### src/hw/tmr_pkg.sv
// Purpose: Shared constants for the 8-bit timer/counter with PWM.
// Assumes: Registers are 8 bits wide on a plain byte register port.
// Notes: Addresses are the byte addresses of the register port.
package tmr_pkg;

    // ****************************************
    // Widths
    // ****************************************
    localparam int TMR_DW = 8;
    localparam int TMR_AW = 8;
    localparam int TMR_PRE_BITS = 7;
    localparam int TMR_RATE_W = 3;

    // ****************************************
    // Register addresses
    // ****************************************
    localparam logic [TMR_AW-1:0] TMR_MODE_ADDR = 8'hB4;
    localparam logic [TMR_AW-1:0] TMR_COUNT_ADDR = 8'hB5;
    localparam logic [TMR_AW-1:0] TMR_RELOAD_ADDR = 8'hB6;
    localparam logic [TMR_AW-1:0] TMR_DUTY_ADDR = 8'hB7;
    localparam logic [TMR_AW-1:0] TMR_STAT_ADDR = 8'hB8;

    // ****************************************
    // Field positions
    // ****************************************
    localparam int MODE_EN_BIT = 7;
    localparam int MODE_RATE_LSB = 4;
    localparam int MODE_EXT_BIT = 3;
    localparam int MODE_INT_BIT = 2;
    localparam int MODE_PWM_BIT = 0;
    localparam int STAT_FLAG_BIT = 0;
    localparam int STAT_IEN_BIT = 1;

    // ****************************************
    // Reset values and constants
    // ****************************************
    localparam logic [TMR_DW-1:0] TMR_RST_VAL = 8'h00;
    localparam logic [TMR_DW-1:0] MODE_RW_MASK = 8'hFD;
    localparam logic [TMR_DW-1:0] TMR_COUNT_FULL = 8'hFF;
    localparam logic [TMR_DW-1:0] TMR_COUNT_ONE = 8'h01;
    localparam logic [TMR_RATE_W-1:0] TMR_RATE_DIV1 = 3'h7;
    localparam logic [TMR_PRE_BITS-1:0] TMR_PRE_ALL = 7'h7F;

    // Mask of prescaler bits that must all be set for a tick.
    function automatic logic [TMR_PRE_BITS-1:0] tmr_rate_mask(
        input logic [TMR_RATE_W-1:0] code
    );
        tmr_rate_mask = TMR_PRE_ALL >> code;
    endfunction

endpackage

### src/hw/tmr_prescaler.sv
// Purpose: Free-running divider giving a one-cycle count tick.
// Assumes: srcTick is a one-cycle enable on the same clock.
// Notes: Code 0 divides by 128, code 7 passes every source tick.
`timescale 1ns/1ps
`default_nettype none
module tmr_prescaler
    import tmr_pkg::*;
(
    input wire logic clk,
    input wire logic reset,
    input wire logic srcTick,
    input wire logic [TMR_RATE_W-1:0] rateSel,
    output logic divTick
);

    logic [TMR_PRE_BITS-1:0] div_r;
    logic [TMR_PRE_BITS-1:0] mask;

    // A tick rather than a derived clock keeps one clock domain.
    always_ff @(posedge clk or posedge reset) begin
        if (reset) begin
            div_r <= '0;
        end else if (srcTick) begin
            div_r <= div_r + 7'h01;
        end
    end

    assign mask = tmr_rate_mask(rateSel);
    assign divTick = srcTick && ((div_r & mask) == mask);
endmodule
`default_nettype wire

### src/hw/tmr_timer8.sv
// Purpose: 8-bit up timer/counter with auto-reload and PWM output.
// Assumes: cpuTick and hoscTick are one-cycle enables on clk.
// Notes: The event pin is asynchronous and is synchronised here.
`timescale 1ns/1ps
`default_nettype none
module tmr_timer8
    import tmr_pkg::*;
(
    input wire logic clk,
    input wire logic reset,
    input wire logic [TMR_AW-1:0] regAddr,
    input wire logic [TMR_DW-1:0] regWrData,
    input wire logic regWrite,
    input wire logic regRead,
    output logic [TMR_DW-1:0] regRdData,
    input wire logic cpuTick,
    input wire logic hoscTick,
    input wire logic eventPinIn,
    input wire logic gpioOut,
    input wire logic gpioOe,
    output logic pwmPinOut,
    output logic pwmPinOe,
    output logic overflowIrq,
    output logic wakeupReq
);

    // ****************************************
    // Declarations
    // ****************************************
    logic [TMR_DW-1:0] mode_r, count_r, duty_r;
    logic [TMR_DW-1:0] holdReload_r, activeReload_r, reloadNow;
    logic [TMR_DW-1:0] rdData_r, rdData_nxt;
    logic flag_r, ien_r, pwm_r, pwm_nxt, enLast_r;
    logic [1:0] evtSync_r;
    logic evtLast_r, evtFall;
    logic countEn, extSel, intSel, pwmEn;
    logic [TMR_RATE_W-1:0] rateSel;
    logic srcTick, preTick, countTick, ovfEvent, enRise;
    logic modeWrite, countWrite, reloadWrite, dutyWrite, statWrite;
    logic dutyAbove;

    // ****************************************
    // Register decode
    // ****************************************
    assign modeWrite = regWrite && (regAddr == TMR_MODE_ADDR);
    assign countWrite = regWrite && (regAddr == TMR_COUNT_ADDR);
    assign reloadWrite = regWrite && (regAddr == TMR_RELOAD_ADDR);
    assign dutyWrite = regWrite && (regAddr == TMR_DUTY_ADDR);
    assign statWrite = regWrite && (regAddr == TMR_STAT_ADDR);

    assign countEn = mode_r[MODE_EN_BIT];
    assign extSel = mode_r[MODE_EXT_BIT];
    assign intSel = mode_r[MODE_INT_BIT];
    assign pwmEn = mode_r[MODE_PWM_BIT];
    assign rateSel = mode_r[MODE_RATE_LSB +: TMR_RATE_W];

    always_ff @(posedge clk or posedge reset) begin
        if (reset) begin
            mode_r <= TMR_RST_VAL;
        end else if (modeWrite) begin
            mode_r <= regWrData & MODE_RW_MASK;
        end
    end

    always_ff @(posedge clk or posedge reset) begin
        if (reset) begin
            duty_r <= TMR_RST_VAL;
        end else if (dutyWrite) begin
            duty_r <= regWrData;
        end
    end

    // Software writes land in the holding buffer only.
    always_ff @(posedge clk or posedge reset) begin
        if (reset) begin
            holdReload_r <= TMR_RST_VAL;
        end else if (reloadWrite) begin
            holdReload_r <= regWrData;
        end
    end

    always_ff @(posedge clk or posedge reset) begin
        if (reset) begin
            ien_r <= 1'b0;
        end else if (statWrite) begin
            ien_r <= regWrData[STAT_IEN_BIT];
        end
    end

    // ****************************************
    // Read path
    // ****************************************
    // The reload register is write-only and reads back as zero.
    always_comb begin
        rdData_nxt = TMR_RST_VAL;
        case (regAddr)
            TMR_MODE_ADDR: begin
                rdData_nxt = mode_r;
            end
            TMR_COUNT_ADDR: begin
                rdData_nxt = count_r;
            end
            TMR_DUTY_ADDR: begin
                rdData_nxt = duty_r;
            end
            TMR_STAT_ADDR: begin
                rdData_nxt[STAT_FLAG_BIT] = flag_r;
                rdData_nxt[STAT_IEN_BIT] = ien_r;
            end
            default: begin
                rdData_nxt = TMR_RST_VAL;
            end
        endcase
    end

    // Read data stand only in the cycle after the strobe.
    always_ff @(posedge clk or posedge reset) begin
        if (reset) begin
            rdData_r <= TMR_RST_VAL;
        end else if (regRead) begin
            rdData_r <= rdData_nxt;
        end else begin
            rdData_r <= TMR_RST_VAL;
        end
    end

    assign regRdData = rdData_r;

    // ****************************************
    // Event input
    // ****************************************
    // Only the second stage feeds the edge detector.
    always_ff @(posedge clk or posedge reset) begin
        if (reset) begin
            evtSync_r <= 2'b11;
            evtLast_r <= 1'b1;
        end else begin
            evtSync_r <= {evtSync_r[0], eventPinIn};
            evtLast_r <= evtSync_r[1];
        end
    end

    assign evtFall = evtLast_r && !evtSync_r[1];

    // ****************************************
    // Clock source and prescaler
    // ****************************************
    assign srcTick = intSel ? hoscTick : cpuTick;

    tmr_prescaler u_prescaler (
        .clk(clk),
        .reset(reset),
        .srcTick(srcTick),
        .rateSel(rateSel),
        .divTick(preTick)
    );

    // The prescaler is bypassed entirely in event mode.
    assign countTick = countEn && (extSel ? evtFall : preTick);
    assign ovfEvent = countTick && (count_r == TMR_COUNT_FULL);
    assign enRise = countEn && !enLast_r;

    always_ff @(posedge clk or posedge reset) begin
        if (reset) begin
            enLast_r <= 1'b0;
        end else begin
            enLast_r <= countEn;
        end
    end

    // ****************************************
    // Counter
    // ****************************************
    // A software write to the counter takes priority over a tick.
    always_ff @(posedge clk or posedge reset) begin
        if (reset) begin
            count_r <= TMR_RST_VAL;
        end else if (countWrite) begin
            count_r <= regWrData;
        end else if (ovfEvent) begin
            count_r <= holdReload_r;
        end else if (countTick) begin
            count_r <= count_r + TMR_COUNT_ONE;
        end
    end

    // The active copy follows only at overflow or at enable.
    always_ff @(posedge clk or posedge reset) begin
        if (reset) begin
            activeReload_r <= TMR_RST_VAL;
        end else if (ovfEvent || enRise) begin
            activeReload_r <= holdReload_r;
        end
    end

    // ****************************************
    // Overflow flag and request
    // ****************************************
    // A new overflow wins over a clear in the same cycle.
    always_ff @(posedge clk or posedge reset) begin
        if (reset) begin
            flag_r <= 1'b0;
        end else if (ovfEvent) begin
            flag_r <= 1'b1;
        end else if (statWrite && !regWrData[STAT_FLAG_BIT]) begin
            flag_r <= 1'b0;
        end
    end

    assign overflowIrq = flag_r && ien_r;

    // Low-power modes change nothing here; no wake source exists.
    assign wakeupReq = 1'b0;

    // ****************************************
    // PWM
    // ****************************************
    // At a reload the new period's compare value already applies.
    assign reloadNow = (ovfEvent || enRise) ? holdReload_r : activeReload_r;
    assign dutyAbove = duty_r > reloadNow;

    always_comb begin
        pwm_nxt = pwm_r;
        if (!countEn || !dutyAbove) begin
            pwm_nxt = 1'b0;
        end else if (ovfEvent || enRise) begin
            pwm_nxt = 1'b1;
        end else if (count_r == duty_r) begin
            pwm_nxt = 1'b0;
        end
    end

    always_ff @(posedge clk or posedge reset) begin
        if (reset) begin
            pwm_r <= 1'b0;
        end else begin
            pwm_r <= pwm_nxt;
        end
    end

    // Clearing the PWM bit hands the pin straight back to the GPIO.
    assign pwmPinOut = pwmEn ? pwm_r : gpioOut;
    assign pwmPinOe = pwmEn ? 1'b1 : gpioOe;
endmodule
`default_nettype wire

### config.mk
export PLATFORM = sky130hd
export DESIGN_NAME = tmr_timer8
export DESIGN_NICKNAME = d
export VERILOG_FILES = /design/src/hw/tmr_pkg.sv /design/src/hw/tmr_prescaler.sv /design/src/hw/tmr_timer8.sv
export SDC_FILE = /design/constraint.sdc
export NUM_CORES = 1
export LEC_CHECK = 0
export BUFFER_PORTS_ARGS = -buffer_cell sky130_fd_sc_hd__buf_2
export CAP_MARGIN = 20
export CORE_ASPECT_RATIO = 2
export CORE_MARGIN = 2
export CORE_UTILIZATION = 50
export DETAILED_ROUTE_END_ITERATION = 10
export PLACE_DENSITY = 0.77
export SLEW_MARGIN = 10
export SYNTH_ARGS = -nofsm -noshare
export SYNTH_HDL_FRONTEND = slang
export SYNTH_SLANG_ARGS = --single-unit
export TNS_END_PERCENT = 50
### constraint.sdc
create_clock -name clk -period 4.7 [get_ports clk]
set_clock_uncertainty 0.2 [all_clocks]
set_input_delay 0.235 -clock clk [delete_from_list [all_inputs] [get_ports clk]]
set_output_delay 0.235 -clock clk [all_outputs]
set_load 0.02 [all_outputs]
==> results.json <==
{
  "wl_per_cell_um": 18.0,
  "max_freq_ghz": 0.290,
  "ys_ff_latch": 61,
  "grt_antenna_before_repair": 0,
  "status": "completed",
  "ant_nets": 0,
  "max_slew_margin": 0.422,
  "nets": 354,
  "grt-ovfl-total": 0,
  "worst_slack_ns": 1.25,
  "critPathArrivalTime_ns": 3.42,
  "syn_area_per_cell_um2": 11.7,
  "die_x_um": 61.0,
  "synth_area_leaders": "dfrtp_1, mux2_2, ha_1, xnor2_1, mux2i_1",
  "top_level_ports": 37,
  "gr-usage-met1": 0.238,
  "viasPerCell": 5.69,
  "post-synth-top-area-fraction": 0.446,
  "drc": 0,
  "tritoncts": "done",
  "yosysWarnings": 0,
  "use_met3": 0.0560,
  "nFillCells": 540,
  "mostFrequentLayoutCells": "dfrtp_1, mux2_2, buf_2",
  "globalplace.congestion": 0.877,
  "synth_flop_cell": "dfrtp_1",
  "ir_worst_vdd_uv": 235,
  "crit_type": "register to register",
  "vias": 2332,
  "critPathRequiredTime_ns": 4.67,
  "syn-num-nets": 312,
  "fin_area_um2": 3810,
  "syn_inst": 277,
  "post-place-ws_ns": 1.27,
  "hold_viol": 0,
  "dr.pass1.iters": 4,
  "endpoint_kind": "register",
  "grt_util_met2": 0.416,
  "tightest_slew_ns": 0.861,
  "die_area_um2": 7200,
  "post-route-period-util": 0.734,
  "die_h_um": 118,
  "yosysSeqAreaShare": 0.471,
  "setup_viol": 0,
  "synthArstFlopShare": 1.00,
  "fin_util": 0.603,
  "core_um2": 6310,
  "place_area_um2": 3470,
  "cp_max_fo": 16,
  "fin_crit_ns": 3.45,
  "area_growth_syn_to_layout_pct": 17.1,
  "power.total_w": 0.00142,
  "drtIter0Drc": 105,
  "hpwlAfterDp_mm": 5.57,
  "cts_max_path_buffers": 2,
  "synth_top_area_cell": "dfrtp_1",
  "start_util": 0.515,
  "clk_latency_ns": 0.32,
  "grt_pass1_wl_mm": 12.1,
  "synth_area_um2": 3250,
  "grt_usage": 0.232,
  "cts_setup_buffers": 0,
  "p_per_area_nw_per_um2": 373,
  "n_antenna_cell": 0,
  "top_usage_layer": "met2",
  "io_buffers": 35,
  "drive_gt1_frac": 0.327,
  "std_cell_rows": 41,
  "cts.clk_slew.worst_paths_ns": 0.05,
  "hold_path.class": "input port to register",
  "p_leak_nw": 1.78,
  "start_kind": "register",
  "cts_htree_levels": 3,
  "cts_num_sinks": 61,
  "rsz0062_at_grt": "false",
  "slew_violations": 0,
  "synth-edff-count": 0,
  "setup_tns_ns": 0,
  "clockRootBuffer": "clkbuf_16",
  "mostFrequentLayoutCell": "dfrtp_1",
  "grt_pass1_vias": 2480,
  "grt_max_degree": 62,
  "finalWirelength_mm": 7.38,
  "cts_buffers": 9,
  "yosysUniqueCellTypes": 58,
  "maxCapViolCount": 0
}
## cells by family after synthesis
family | share of synthesized area
and+or+nand+nor | 0.115
AOI/OAI and AO/OA | 0.129
muxes | 0.176
adders and majority gates | 0.0385
DFF | 0.471
other | 0.00115
xor gates and xnor gates | 0.0404
buffers and inverters | 0.0296
## repair_timing
action                                 in CTS  in global routing
resized for setup                           0                  0
endpoints found under the hold margin      69                  0
hold buffers                                6                  0
## worst max-delay path, cell delays in order, from the launching register on
cell and delay (ns):
dfrtp_1 0.39, mux2i_2 0.44, a2111oi_4 0.09, o32ai_2 0.33, a2bb2oi_4 0.54, mux2i_1 0.26, ha_1 0.26, nor2b_1 0.14
o21a_1 0.17, o21a_1 0.18, o21ai_0 0.20, a221oi_2 0.09
## path summary, 6_finish.rpt
check	slack, ns	endpoint	startpoint	depth (start not counted)
max	1.25	pwm_r	mode_r[2]	11
max reg2reg	1.25	pwm_r	mode_r[2]	11
min in group asynchronous	0.47	duty_r[5]	reset	4
min	0.02	count_r[2]	regWrData[2]	2
min reg2reg	0.15	evtSync_r[1]	evtSync_r[0]	0
max in group asynchronous	3.31	u_prescaler.div_r[3]	reset	4
## per-stage QoR
step	instances	hold WS [ns]
2_1_floorplan	277	0.0395
3_3_place_gp	388	0.139
3_5_place_dp	388	0.145
4_1_cts	410	0.000545
5_1_grt	410	0.0172
6_report	410	0.0153
## area by class of cell
| cell class | count | area [µm²] | area share |
|---|---|---|---|
| repair buffers | 42 | 243 | 0.0638 |
| inverters | 8 | 30.0 | 0.00789 |
| multi-input cells | 197 | 1620 | 0.427 |
| flip-flops and latches | 61 | 1530 | 0.402 |
| clock buffers | 15 | 268 | 0.0703 |
| clock inverters | 1 | 5.00 | 0.00131 |
| well taps | 86 | 108 | 0.0283 |
## per-layer routing
| layer | vias up | wire length, µm |
|---|---|---|
| li1 | 1096 | - |
| met1 | 1164 | 2670 |
| met2 | 54 | 4220 |
| met3 | 18 | 237 |
| met4 | 0 | 250 |
| met5 | - | 0 |
## flip-flops by register name, summed over array words and instances (netlist names), 2 cells and up
| name | count |
|---|---|
| activeReload_r | 8 |
| count_r | 8 |
| duty_r | 8 |
| evtSync_r | 2 |
| holdReload_r | 8 |
| mode_r | 7 |
| regRdData | 8 |
| u_prescaler.div_r | 7 |
## Yosys cell counts (3+ instances only)
cell      count
a21o_1        3
a21oi_1       6
a22oi_1       7
a31oi_1       4
clkbuf_1      5
dfrtp_1      58
dfstp_2       3
ha_1         10
inv_1         8
mux2_2       39
mux2i_1       9
nand2_1      16
nand2b_1      4
nand3_1       6
nand4_1       4
nor2_1       14
nor2b_1       3
o211ai_1      3
o21ai_0      11
or3_1         3
xnor2_1      12
xor2_1        3
## power by group
part           switching, W  leakage [nW]  internal [W]
Combinational     0.0000886         0.825     0.0000978
Clock              0.000205         0.134      0.000384
Sequential        0.0000681         0.823      0.000576
Power figures use the tool's default switching activity.
